### config.mk
export PLATFORM = sky130hd
export DESIGN_NAME = lpmc_ctrl
export DESIGN_NICKNAME = d
export VERILOG_FILES = /design/src/rtl/lpmc_classify.v /design/src/rtl/lpmc_sync.v /design/src/rtl/lpmc_ctrl.v
export VERILOG_INCLUDE_DIRS = /design/src /design/src/rtl
export SDC_FILE = /design/constraint.sdc
export NUM_CORES = 1
export LEC_CHECK = 0
export BUFFER_PORTS_ARGS = -buffer_cell sky130_fd_sc_hd__buf_2
export CAP_MARGIN = 25
export CELL_PAD_IN_SITES_DETAIL_PLACEMENT = 1
export CELL_PAD_IN_SITES_GLOBAL_PLACEMENT = 1
export CORE_ASPECT_RATIO = 0.6
export CORE_MARGIN = 3
export CORE_UTILIZATION = 36
export DETAILED_ROUTE_END_ITERATION = 12
export PLACE_DENSITY = 0.92
export SYNTH_ARGS = -nofsm -noshare
export SYNTH_HDL_FRONTEND = slang
export SYNTH_SLANG_ARGS = --single-unit
### constraint.sdc
create_clock -name ref_clk -period 2.6 [get_ports ref_clk]
set_input_delay 0.13 -clock ref_clk [delete_from_list [all_inputs] [get_ports ref_clk]]
set_output_delay 0.13 -clock ref_clk [all_outputs]
set_load 0.05 [all_outputs]
### src/rtl/lpmc_map.vh
// Constants for the low-power mode controller
`ifndef LPMC_MAP_VH
`define LPMC_MAP_VH

// Power mode codes (request and granted)
`define LPMC_MODE_RUN        3'h0
`define LPMC_MODE_CPUOFF_A   3'h1
`define LPMC_MODE_CPUOFF_B   3'h2
`define LPMC_MODE_STANDBY_A  3'h3
`define LPMC_MODE_STANDBY_B  3'h4
`define LPMC_MODE_FULL_OFF   3'h5
`define LPMC_MODE_RTC_SHUT   3'h6
`define LPMC_MODE_DEEP_SHUT  3'h7

// Peripheral clock classes
`define LPMC_CLS_NONE        2'h0
`define LPMC_CLS_UNCLK       2'h1
`define LPMC_CLS_LF          2'h2
`define LPMC_CLS_HF          2'h3

// Peripheral clock sources
`define LPMC_SRC_SUB         2'h0
`define LPMC_SRC_AUX         2'h1
`define LPMC_SRC_MODULE_OSCILLATOR      2'h2
`define LPMC_SRC_EXT         2'h3

// Peripheral kinds
`define LPMC_KIND_UART       3'h0
`define LPMC_KIND_I2C_TGT    3'h1
`define LPMC_KIND_CONV       3'h2
`define LPMC_KIND_TIMER      3'h3
`define LPMC_KIND_STATIC     3'h4
`define LPMC_KIND_GENERIC    3'h5

// Slow/fast boundary for peripheral clocks, in Hz
`define LPMC_LF_LIMIT_HZ     50000

// Wake-up delays, in ns, and cycle counts at 25 MHz (40 ns)
`define LPMC_CLK_NS          40
`define LPMC_WAKE_FAST_NS    240
`define LPMC_WAKE_NVM_NS     2000
`define LPMC_WAKE_FAST_CYC   ((`LPMC_WAKE_FAST_NS + `LPMC_CLK_NS - 1) / `LPMC_CLK_NS)
`define LPMC_WAKE_NVM_CYC    ((`LPMC_WAKE_NVM_NS + `LPMC_CLK_NS - 1) / `LPMC_CLK_NS)

// Number of classified peripherals
`define LPMC_NPER            8

`endif

### src/rtl/lpmc_classify.v
// One peripheral's clock-need classifier
`timescale 1ns/100ps
`default_nettype none
`include "lpmc_map.vh"

module lpmc_classify (
  input  wire       active,     // Peripheral enabled
  input  wire [2:0] kind,       // Peripheral kind
  input  wire [1:0] src,        // Selected clock source
  input  wire       ext_fast,   // External clock above limit
  input  wire       idle_wait,  // Waiting for edge, START or trigger
  output reg  [1:0] cls         // Resulting class
);

  always @* begin
    cls = `LPMC_CLS_NONE;
    if (active) begin
      case (kind)
        `LPMC_KIND_UART: begin
          if (idle_wait)
            cls = `LPMC_CLS_UNCLK;
          else if (src == `LPMC_SRC_AUX)
            cls = `LPMC_CLS_LF;
          else
            cls = `LPMC_CLS_HF;
        end
        `LPMC_KIND_I2C_TGT: begin
          if (idle_wait || !ext_fast)
            cls = `LPMC_CLS_UNCLK;
          else
            cls = `LPMC_CLS_HF;
        end
        `LPMC_KIND_CONV: begin
          if (idle_wait)
            cls = `LPMC_CLS_UNCLK;
          else if (src == `LPMC_SRC_AUX)
            cls = `LPMC_CLS_LF;
          else
            cls = `LPMC_CLS_HF;
        end
        `LPMC_KIND_TIMER: begin
          if (src == `LPMC_SRC_EXT)
            cls = ext_fast ? `LPMC_CLS_HF : `LPMC_CLS_UNCLK;
          else if (src == `LPMC_SRC_AUX)
            cls = `LPMC_CLS_LF;
          else
            cls = `LPMC_CLS_HF;
        end
        `LPMC_KIND_STATIC:
          cls = `LPMC_CLS_UNCLK;
        `LPMC_KIND_GENERIC: begin
          // Slow external clocks count as unclocked; software keeps them in range
          if (idle_wait)
            cls = `LPMC_CLS_UNCLK;
          else if (src == `LPMC_SRC_EXT)
            cls = ext_fast ? `LPMC_CLS_HF : `LPMC_CLS_UNCLK;
          else if (src == `LPMC_SRC_AUX)
            cls = `LPMC_CLS_LF;
          else
            cls = `LPMC_CLS_HF;
        end
        default:
          cls = `LPMC_CLS_HF;
      endcase
    end
  end

endmodule
`default_nettype wire

### src/rtl/lpmc_sync.v
// Two-stage synchroniser for asynchronous level inputs
`timescale 1ns/100ps
`default_nettype none

module lpmc_sync #(
  parameter W = 1
) (
  input  wire         ref_clk,  // System clock
  input  wire         arst_n,   // Async reset, active low
  input  wire [W-1:0] d,        // Asynchronous input
  output reg  [W-1:0] q         // Synchronised output
);

  reg [W-1:0] meta_q;

  always @(posedge ref_clk or negedge arst_n) begin
    if (!arst_n) begin
      meta_q <= {W{1'b0}};
      q      <= {W{1'b0}};
    end else begin
      meta_q <= d;
      q      <= meta_q;
    end
  end

endmodule
`default_nettype wire

### src/rtl/lpmc_ctrl.v
// Low-power mode controller: grant, clock gating, wake-up and DMA visits
//
// Notes on behaviour
// - Run state plus seven software-requested low-power modes
// - Interrupt wakes shallow modes, then same mode resumes
// - Shutdown modes drop core supply, reset on exit
// - Classify peripherals high, low or unclocked
// - Grant deepest mode all peripherals still support
// - DMA trigger briefly runs active, then returns
// - Busy multiplier, CRC, cipher defer entry
// - Vector engine runs only in run, first CPU-off
// - Vector engine not startable in first CPU-off
// - Full-off keeps slow clocks when requested
// - Nonvolatile wake slower only when memory read
// - UART waiting for start edge is unclocked
// - I2C target slow or idle is unclocked
// - Converter class by clock source or trigger wait
// - Timer class by source and external speed
// - Clockless peripherals usable wherever unclocked allowed
`timescale 1ns/100ps
`default_nettype none
`include "lpmc_map.vh"

module lpmc_ctrl (
  input  wire                      ref_clk,           // 25 MHz system clock
  input  wire                      arst_n,            // Async reset, active low
  // CPU side, same clock domain
  input  wire                      lpm_req,           // Pulse: enter requested mode
  input  wire [2:0]                lpm_req_mode,      // Requested low-power mode
  input  wire                      reti,              // Pulse: interrupt service done
  input  wire                      vec_start,         // Pulse: CPU starts vector engine
  input  wire                      vec_done,          // Pulse: vector task finished
  input  wire                      mpy_busy,          // Multiplier operation running
  input  wire                      crc_busy,          // CRC operation running
  input  wire                      aes_busy,          // Cipher operation running
  input  wire                      dma_trigger,       // Pulse: DMA trigger pending
  input  wire                      dma_done,          // Pulse: DMA transfer done
  input  wire                      nvm_disabled,      // Memory switched off by its controller
  input  wire                      wake_reads_nvm,    // Wake path fetches from memory
  input  wire                      sub_clock_disable, // Sub-system clock off request
  input  wire                      supply_supervisor_enable, // Supervisor on in deep shutdown
  input  wire                      slow_clk_req,      // Slow-clock request from RTC/watchdog
  // Peripheral state, one field per peripheral
  input  wire [`LPMC_NPER-1:0]     per_active,        // Peripheral enabled
  input  wire [3*`LPMC_NPER-1:0]   per_kind,          // Peripheral kind
  input  wire [2*`LPMC_NPER-1:0]   per_src,           // Peripheral clock source
  input  wire [`LPMC_NPER-1:0]     per_ext_fast,      // External clock above 50 kHz
  input  wire [`LPMC_NPER-1:0]     per_idle_wait,     // Waiting for edge, START or trigger
  // Asynchronous wake events (pins)
  input  wire                      irq_async,         // Interrupt from a wake source
  input  wire                      rtc_wake_async,    // RTC event in shutdown
  input  wire                      io_wake_async,     // I/O event in shutdown
  // Outputs
  output reg  [2:0]                cur_mode,          // Granted mode
  output reg                       cpu_clk_en,        // CPU running
  output reg                       main_clk_en,       // Main system clock on
  output reg                       sub_clk_en,        // Sub-system clock on
  output reg                       aux_clk_en,        // Auxiliary clock on
  output reg                       lf_xtal_en,        // Low-frequency crystal clock on
  output reg                       vlo_en,            // Very-low-power oscillator on
  output reg                       vec_run,           // Vector engine allowed to run
  output reg                       core_supply_en,    // Core supply on
  output reg                       supervisor_en,     // Supply supervisor on
  output reg                       periph_rst,        // Reset CPU, USS, vector, HF peripherals
  output reg                       wake_busy          // Wake-up delay in progress
);

  // ----------------------------------------------------------------
  // Input synchronisers and peripheral classes
  // ----------------------------------------------------------------
  wire irq_s;
  wire rtc_s;
  wire io_s;

  lpmc_sync #(.W(3)) u_sync (
    .ref_clk (ref_clk),
    .arst_n  (arst_n),
    .d       ({irq_async, rtc_wake_async, io_wake_async}),
    .q       ({irq_s, rtc_s, io_s})
  );

  wire [2*`LPMC_NPER-1:0] cls;

  genvar gi;
  generate
    for (gi = 0; gi < `LPMC_NPER; gi = gi + 1) begin : g_cls
      lpmc_classify u_cls (
        .active    (per_active[gi]),
        .kind      (per_kind[3*gi +: 3]),
        .src       (per_src[2*gi +: 2]),
        .ext_fast  (per_ext_fast[gi]),
        .idle_wait (per_idle_wait[gi]),
        .cls       (cls[2*gi +: 2])
      );
    end
  endgenerate

  reg any_hf;
  reg any_lf;
  reg any_uc;
  integer k;

  always @* begin
    any_hf = 1'b0;
    any_lf = 1'b0;
    any_uc = 1'b0;
    for (k = 0; k < `LPMC_NPER; k = k + 1) begin
      any_hf = any_hf | (cls[2*k +: 2] == `LPMC_CLS_HF);
      any_lf = any_lf | (cls[2*k +: 2] == `LPMC_CLS_LF);
      any_uc = any_uc | (cls[2*k +: 2] == `LPMC_CLS_UNCLK);
    end
  end

  // ----------------------------------------------------------------
  // Mode grant: clamp request to deepest supported mode
  // ----------------------------------------------------------------
  reg [2:0] grant;

  always @* begin
    grant = lpm_req_mode;
    if (any_hf && lpm_req_mode > `LPMC_MODE_CPUOFF_B)
      grant = `LPMC_MODE_CPUOFF_B;
    else if (any_lf && lpm_req_mode > `LPMC_MODE_STANDBY_B)
      grant = `LPMC_MODE_STANDBY_B;
    else if (any_uc && lpm_req_mode > `LPMC_MODE_FULL_OFF)
      grant = `LPMC_MODE_FULL_OFF;
    // Requested zero means stay running; nothing to clamp
    if (lpm_req_mode == `LPMC_MODE_RUN)
      grant = `LPMC_MODE_RUN;
  end

  wire eng_busy = mpy_busy | crc_busy | aes_busy;

  // ----------------------------------------------------------------
  // Sequencer
  // ----------------------------------------------------------------
  localparam ST_RUN     = 3'h0;
  localparam ST_DEFER   = 3'h1;
  localparam ST_LOW     = 3'h2;
  localparam ST_WAKE    = 3'h3;
  localparam ST_ISR     = 3'h4;
  localparam ST_DMA     = 3'h5;
  localparam ST_SHUT    = 3'h6;
  localparam ST_BOOT    = 3'h7;

  localparam integer WAKE_FAST_N = `LPMC_WAKE_FAST_CYC;
  localparam integer WAKE_NVM_N  = `LPMC_WAKE_NVM_CYC;
  localparam [6:0]   WAKE_FAST   = WAKE_FAST_N[6:0];
  localparam [6:0]   WAKE_NVM    = WAKE_NVM_N[6:0];

  reg [2:0] st_q;
  reg [2:0] st_d;
  reg [2:0] mode_q;      // Mode held while low or visiting
  reg [2:0] mode_d;
  reg [6:0] wcnt_q;
  reg [6:0] wcnt_d;
  reg       wake_dma_q;  // Wake is for a DMA visit
  reg       wake_dma_d;
  reg       vec_q;       // Vector task started in run state
  reg       vec_d;

  wire shut_mode = (mode_q == `LPMC_MODE_RTC_SHUT) || (mode_q == `LPMC_MODE_DEEP_SHUT);
  wire shut_wake = rtc_s && (mode_q == `LPMC_MODE_RTC_SHUT) || io_s;
  // Memory-off wake costs extra only when the wake path reads it
  wire [6:0] wake_len = (nvm_disabled && wake_reads_nvm) ? WAKE_NVM : WAKE_FAST;

  always @* begin
    st_d       = st_q;
    mode_d     = mode_q;
    wcnt_d     = wcnt_q;
    wake_dma_d = wake_dma_q;
    vec_d      = vec_q;
    if (vec_done)
      vec_d = 1'b0;
    case (st_q)
      ST_RUN: begin
        if (vec_start)
          vec_d = 1'b1;
        if (lpm_req) begin
          mode_d = grant;
          if (grant != `LPMC_MODE_RUN)
            st_d = eng_busy ? ST_DEFER : ST_LOW;
        end
      end
      ST_DEFER: begin
        if (!eng_busy)
          st_d = ST_LOW;
      end
      ST_LOW: begin
        if (shut_mode)
          st_d = ST_SHUT;
        else if (irq_s) begin
          st_d       = ST_WAKE;
          wake_dma_d = 1'b0;
          wcnt_d     = wake_len;
        end else if (dma_trigger) begin
          st_d       = ST_WAKE;
          wake_dma_d = 1'b1;
          wcnt_d     = WAKE_FAST;
        end
      end
      ST_WAKE: begin
        if (wcnt_q > 7'h01)
          wcnt_d = wcnt_q - 7'h01;
        else
          st_d = wake_dma_q ? ST_DMA : ST_ISR;
      end
      ST_ISR: begin
        if (reti)
          st_d = ST_LOW;
      end
      ST_DMA: begin
        if (dma_done)
          st_d = ST_LOW;
      end
      ST_SHUT: begin
        if (shut_wake) begin
          st_d   = ST_BOOT;
          wcnt_d = WAKE_NVM;
          vec_d  = 1'b0;
        end
      end
      ST_BOOT: begin
        if (wcnt_q > 7'h01)
          wcnt_d = wcnt_q - 7'h01;
        else begin
          st_d   = ST_RUN;
          mode_d = `LPMC_MODE_RUN;
        end
      end
      default:
        st_d = ST_RUN;
    endcase
  end

  // ----------------------------------------------------------------
  // Output decode, registered
  // ----------------------------------------------------------------
  reg [2:0] eff_mode;
  reg       cpu_d;
  reg       mclk_d;
  reg       sub_system_clock_d;
  reg       aclk_d;
  reg       lf_d;
  reg       vrun_d;
  reg       core_d;
  reg       svs_d;
  reg       prst_d;

  always @* begin
    // Visits and deferral run in the run state's clocks
    case (st_d)
      ST_LOW, ST_SHUT: eff_mode = mode_d;
      default:         eff_mode = `LPMC_MODE_RUN;
    endcase
    cpu_d   = (eff_mode == `LPMC_MODE_RUN);
    mclk_d  = (eff_mode == `LPMC_MODE_RUN) ||
              (eff_mode == `LPMC_MODE_CPUOFF_A && vec_d);
    sub_system_clock_d = (eff_mode <= `LPMC_MODE_CPUOFF_B) && !sub_clock_disable;
    aclk_d  = (eff_mode <= `LPMC_MODE_STANDBY_B);
    lf_d    = (eff_mode <= `LPMC_MODE_STANDBY_B) ||
              (eff_mode == `LPMC_MODE_FULL_OFF && slow_clk_req) ||
              (eff_mode == `LPMC_MODE_RTC_SHUT);
    vrun_d  = vec_d && (eff_mode <= `LPMC_MODE_CPUOFF_A);
    core_d  = (eff_mode < `LPMC_MODE_RTC_SHUT);
    svs_d   = (eff_mode != `LPMC_MODE_DEEP_SHUT) || supply_supervisor_enable;
    prst_d  = !core_d || (st_d == ST_BOOT);
  end

  always @(posedge ref_clk or negedge arst_n) begin
    if (!arst_n) begin
      st_q           <= ST_RUN;
      mode_q         <= `LPMC_MODE_RUN;
      wcnt_q         <= 7'h00;
      wake_dma_q     <= 1'b0;
      vec_q          <= 1'b0;
      cur_mode       <= `LPMC_MODE_RUN;
      cpu_clk_en     <= 1'b1;
      main_clk_en    <= 1'b1;
      sub_clk_en     <= 1'b1;
      aux_clk_en     <= 1'b1;
      lf_xtal_en     <= 1'b1;
      vlo_en         <= 1'b1;
      vec_run        <= 1'b0;
      core_supply_en <= 1'b1;
      supervisor_en  <= 1'b1;
      periph_rst     <= 1'b0;
      wake_busy      <= 1'b0;
    end else begin
      st_q           <= st_d;
      mode_q         <= mode_d;
      wcnt_q         <= wcnt_d;
      wake_dma_q     <= wake_dma_d;
      vec_q          <= vec_d;
      cur_mode       <= eff_mode;
      cpu_clk_en     <= cpu_d;
      main_clk_en    <= mclk_d;
      sub_clk_en     <= sub_system_clock_d;
      aux_clk_en     <= aclk_d;
      lf_xtal_en     <= lf_d;
      vlo_en         <= lf_d;
      vec_run        <= vrun_d;
      core_supply_en <= core_d;
      supervisor_en  <= svs_d;
      periph_rst     <= prst_d;
      wake_busy      <= (st_d == ST_WAKE) || (st_d == ST_BOOT);
    end
  end

endmodule
`default_nettype wire

==> impl_metrics.json <==
{
  "wl_per_cell_um": 18.46,
  "switching_share_pct": 23.66,
  "vias": 2928,
  "min_path_type": "in2reg",
  "path_buf_inv": 2,
  "grt_pass1_vias": 2978,
  "setup_viol": 0,
  "grt_antenna_before_repair": 1,
  "synthFlopType": "dfrtp_1",
  "viasPerCell": 5.764,
  "grt_pass1_wl_um": 14840,
  "synth_compound_gate_area_share_pct": 28.45,
  "io_buffer_count": 99,
  "drtIter0Drc": 197,
  "slew_headroom_pct": 51.09,
  "cp_top_family": "simple AND/OR/NAND/NOR gates",
  "grt_max_degree": 35,
  "syn_avg_cell_area_um2": 8.623,
  "numClockSinks": 34,
  "arrival_ps": 2680,
  "synthesis.area_mm2": 0.002639,
  "dp.final_hpwl_um": 7295,
  "grt_usage_pct": 22.14,
  "fillers": 840,
  "crit_type": "reg2reg",
  "async_flop_share_pct": 100.0,
  "internal_power_mw": 1.209,
  "synth_cells": 306,
  "path_cells": "inv_1 > ha_1 > o211a_4 > nand4_1 > buf_4 > o21ai_0 > or3_2 > a31oi_4 > nor3_1",
  "cts_tree": "built",
  "total_leakage_power_nw": 1.625,
  "io_pins": 100,
  "yosysSeqAreaShare_pct": 32.57,
  "postPlaceCellArea_mm2": 0.003264,
  "clock_skew_ps": 6.928,
  "min_period_ps": 2533,
  "die_area_mm2": 0.008427,
  "htreeDepth": 2,
  "yosysWarnings": 0,
  "seq_power_share_pct": 33.9,
  "synth_fa_ha_area_share_pct": 0.9483,
  "place_congestion": 0.8513,
  "p_switching_uw": 374.8,
  "row_count": 23,
  "final_area_mm2": 0.003556,
  "synth_top_family_by_area": "simple AND/OR/NAND/NOR gates",
  "cts-root-buf": "clkbuf_16",
  "muxShareOfSynthArea_pct": 0,
  "synth_top_area_share_pct": 25.60,
  "initial_core_util_pct": 38.37,
  "synthesis.nets": 394,
  "hold_viol_final": 0,
  "max-cap-violations": 0,
  "max_freq_mhz": 394.8,
  "startpoint_type": "flop",
  "yosys-top-cells-count": "dfrtp_1 (27), nand2_1 (22), inv_1 (20)",
  "drive_gt1_share_pct": 35.63,
  "gr-total-overflow": 0,
  "synth-xor-area-share_pct": 0.9957,
  "synthTopCellsByArea": "dfrtp_1 (26%), dfstp_2 (7.0%), a211oi_1 (4.3%)",
  "required_ps": 2750,
  "end_kind": "flop",
  "core_area_mm2": 0.006878,
  "clockBufferDepth": 2,
  "synth-simple-area-share_pct": 33.29,
  "yosys_register_bits": 34,
  "max_stage_delay_ps": 520,
  "tns_ps": 0,
  "area_delta_synth_final_pct": 34.76,
  "synth_edf_count": 0,
  "firstDrtPassIters": 4,
  "fin_hold_ws_ps": 68.17,
  "yosysTopAreaCell": "dfrtp_1",
  "status": "finished clean",
  "clk_pin_slew_ps": 60,
  "antenna_left": 0,
  "wl_um": 9379,
  "power_density_mw_per_mm2": 445.4,
  "yosysMostFrequentCell": "dfrtp_1",
  "clk_latency_ps": 280,
  "die_width_um": 116.5,
  "drv_slew": 0,
  "slowest_stage": "or3_2",
  "critPathMaxFanout": 10,
  "synth.distinct_cells": 71,
  "worst_slew_pin_slew_ps": 733.6,
  "cts-buffers-inserted": 5,
  "ir_drop_mv": 0.2492,
  "period_share_pct": 97.43,
  "clkPwrFrac_pct": 49.3,
  "pwr-share-comb_pct": 16.7,
  "nets": 508,
  "antenna_cells": 0,
  "route.detailed.drc": 0,
  "die-height_um": 72.32
}
layer usage:
| layer | track usage, % | vias to the layer above | share of wire [%] |
|---|---|---|---|
| met5 | 0 | - | 0.14 |
| met4 | 4.071 | 2 | 1.0 |
| met3 | 4.583 | 11 | 7.3 |
| met2 | 35.17 | 105 | 46 |
| li1 | - | 1399 | - |
| met1 | 31.64 | 1411 | 46 |
cells by family (layout without fill, tap and decap cells):
logic type               Yosys count  count (layout)
AND/OR/NAND/NOR                  141             141
flip-flops                        34              34
buffers and inverters             25             140
AO/OA/AOI/OAI                    101             101
XOR/XNOR                           3               3
adder cells (fa/ha/maj)            2               2
power by group through the flow:
stage | clock [mW] | combinational [mW] | sequential [mW]
final | 0.781 | 0.265 | 0.538
after global routing | 0.814 | 0.293 | 0.538
after CTS | 0.788 | 0.262 | 0.538
after detailed placement | 0 | 0.253 | 0.547
after global placement | 0 | 0.241 | 0.547
after floorplan | 0 | 0.110 | 0.550
what timing repair did:
item | CTS | global route
hold buffers | 5 | 0
buffers inserted | 0 | 2
endpoints found under the hold margin | 31 | 0
resized for setup | 0 | 6
endpoints found under the setup margin | 0 | 9
per-stage QoR:
stage	instances	total power, mW	utilization [%]	setup slack [ps]
floorplan	306	0.6590	-	323.5
finish	508	1.584	51.70	66.81
CTS	506	1.588	51.01	27.35
global placement	493	0.7875	47.46	116.6
global route	508	1.645	51.70	-46.14
detailed placement	493	0.7998	47.46	54.86
sequential cells by signal, summed over array words and instances, names as in the netlist, 3 cells and up:
| register | flops |
|---|---|
| wcnt_q | 7 |
| u_sync.meta_q | 3 |
| u_sync.q | 3 |
| cur_mode | 3 |
| st_q | 3 |
| mode_q | 3 |
layout by cell type, fill, tap and decap left out, types with 3 or more instances in the layout:
cell,instances
or2_2,4
inv_1,20
nor2_1,11
buf_2,99
nand2_1,22
a211o_1,3
nand3b_1,13
nor4bb_1,5
buf_4,8
a21oi_1,12
and3_1,3
a22oi_1,3
and3b_1,6
nand2b_1,18
nor4_1,5
o21ai_0,18
nor2b_1,8
dfstp_2,7
dfrtp_1,27
a31oi_1,5
o211ai_1,8
a211oi_1,14
nor3_1,7
clkbuf_16,5
and2_1,4
a32oi_1,3
a2111oi_0,3
o21a_1,3
nand3_1,8
dlygate4sd3_1,5
o22ai_1,3
final cells by class:
type / instances / area [um2] / area share [%]
timing repair buffer: 112 / 605.6 / 17.03
sequential: 34 / 859.6 / 24.17
multi-input combinational: 247 / 1713 / 48.17
clock buffer: 5 / 125.1 / 3.519
tap: 87 / 108.9 / 3.061
clock inverter: 3 / 68.82 / 1.935
inverter: 20 / 75.07 / 2.111
worst reg2reg max path, delay by kind of cell, from the launching register on:
kind / cells / cell delay, ps
buf+inv: 2 / 250
flops: 1 / 390
simple gates: 3 / 830
fa+ha+maj: 1 / 220
compound gates: 3 / 730
final timing paths:
| kind | cells past startpoint | endpoint | from | slack [ps] |
|---|---|---|---|---|
| setup / recovery | 9 | vec_run$_DFF_PN0_ | wcnt_q[1]$_DFFE_PN0P_ | 70 |
| hold / removal | 2 | supervisor_en$_DFF_PN1_ | supply_supervisor_enable | 70 |
| setup reg to reg | 9 | vec_run$_DFF_PN0_ | wcnt_q[1]$_DFFE_PN0P_ | 70 |
| hold reg to reg | 0 | u_sync.q[1]$_DFF_PN0_ | u_sync.meta_q[1]$_DFF_PN0_ | 350 |
| max in group asynchronous | 2 | u_sync.q[0]$_DFF_PN0_ | arst_n | 1670 |
| min in group asynchronous | 2 | cur_mode[1]$_DFF_PN0_ | arst_n | 450 |
(Power assumes the default switching activity.)
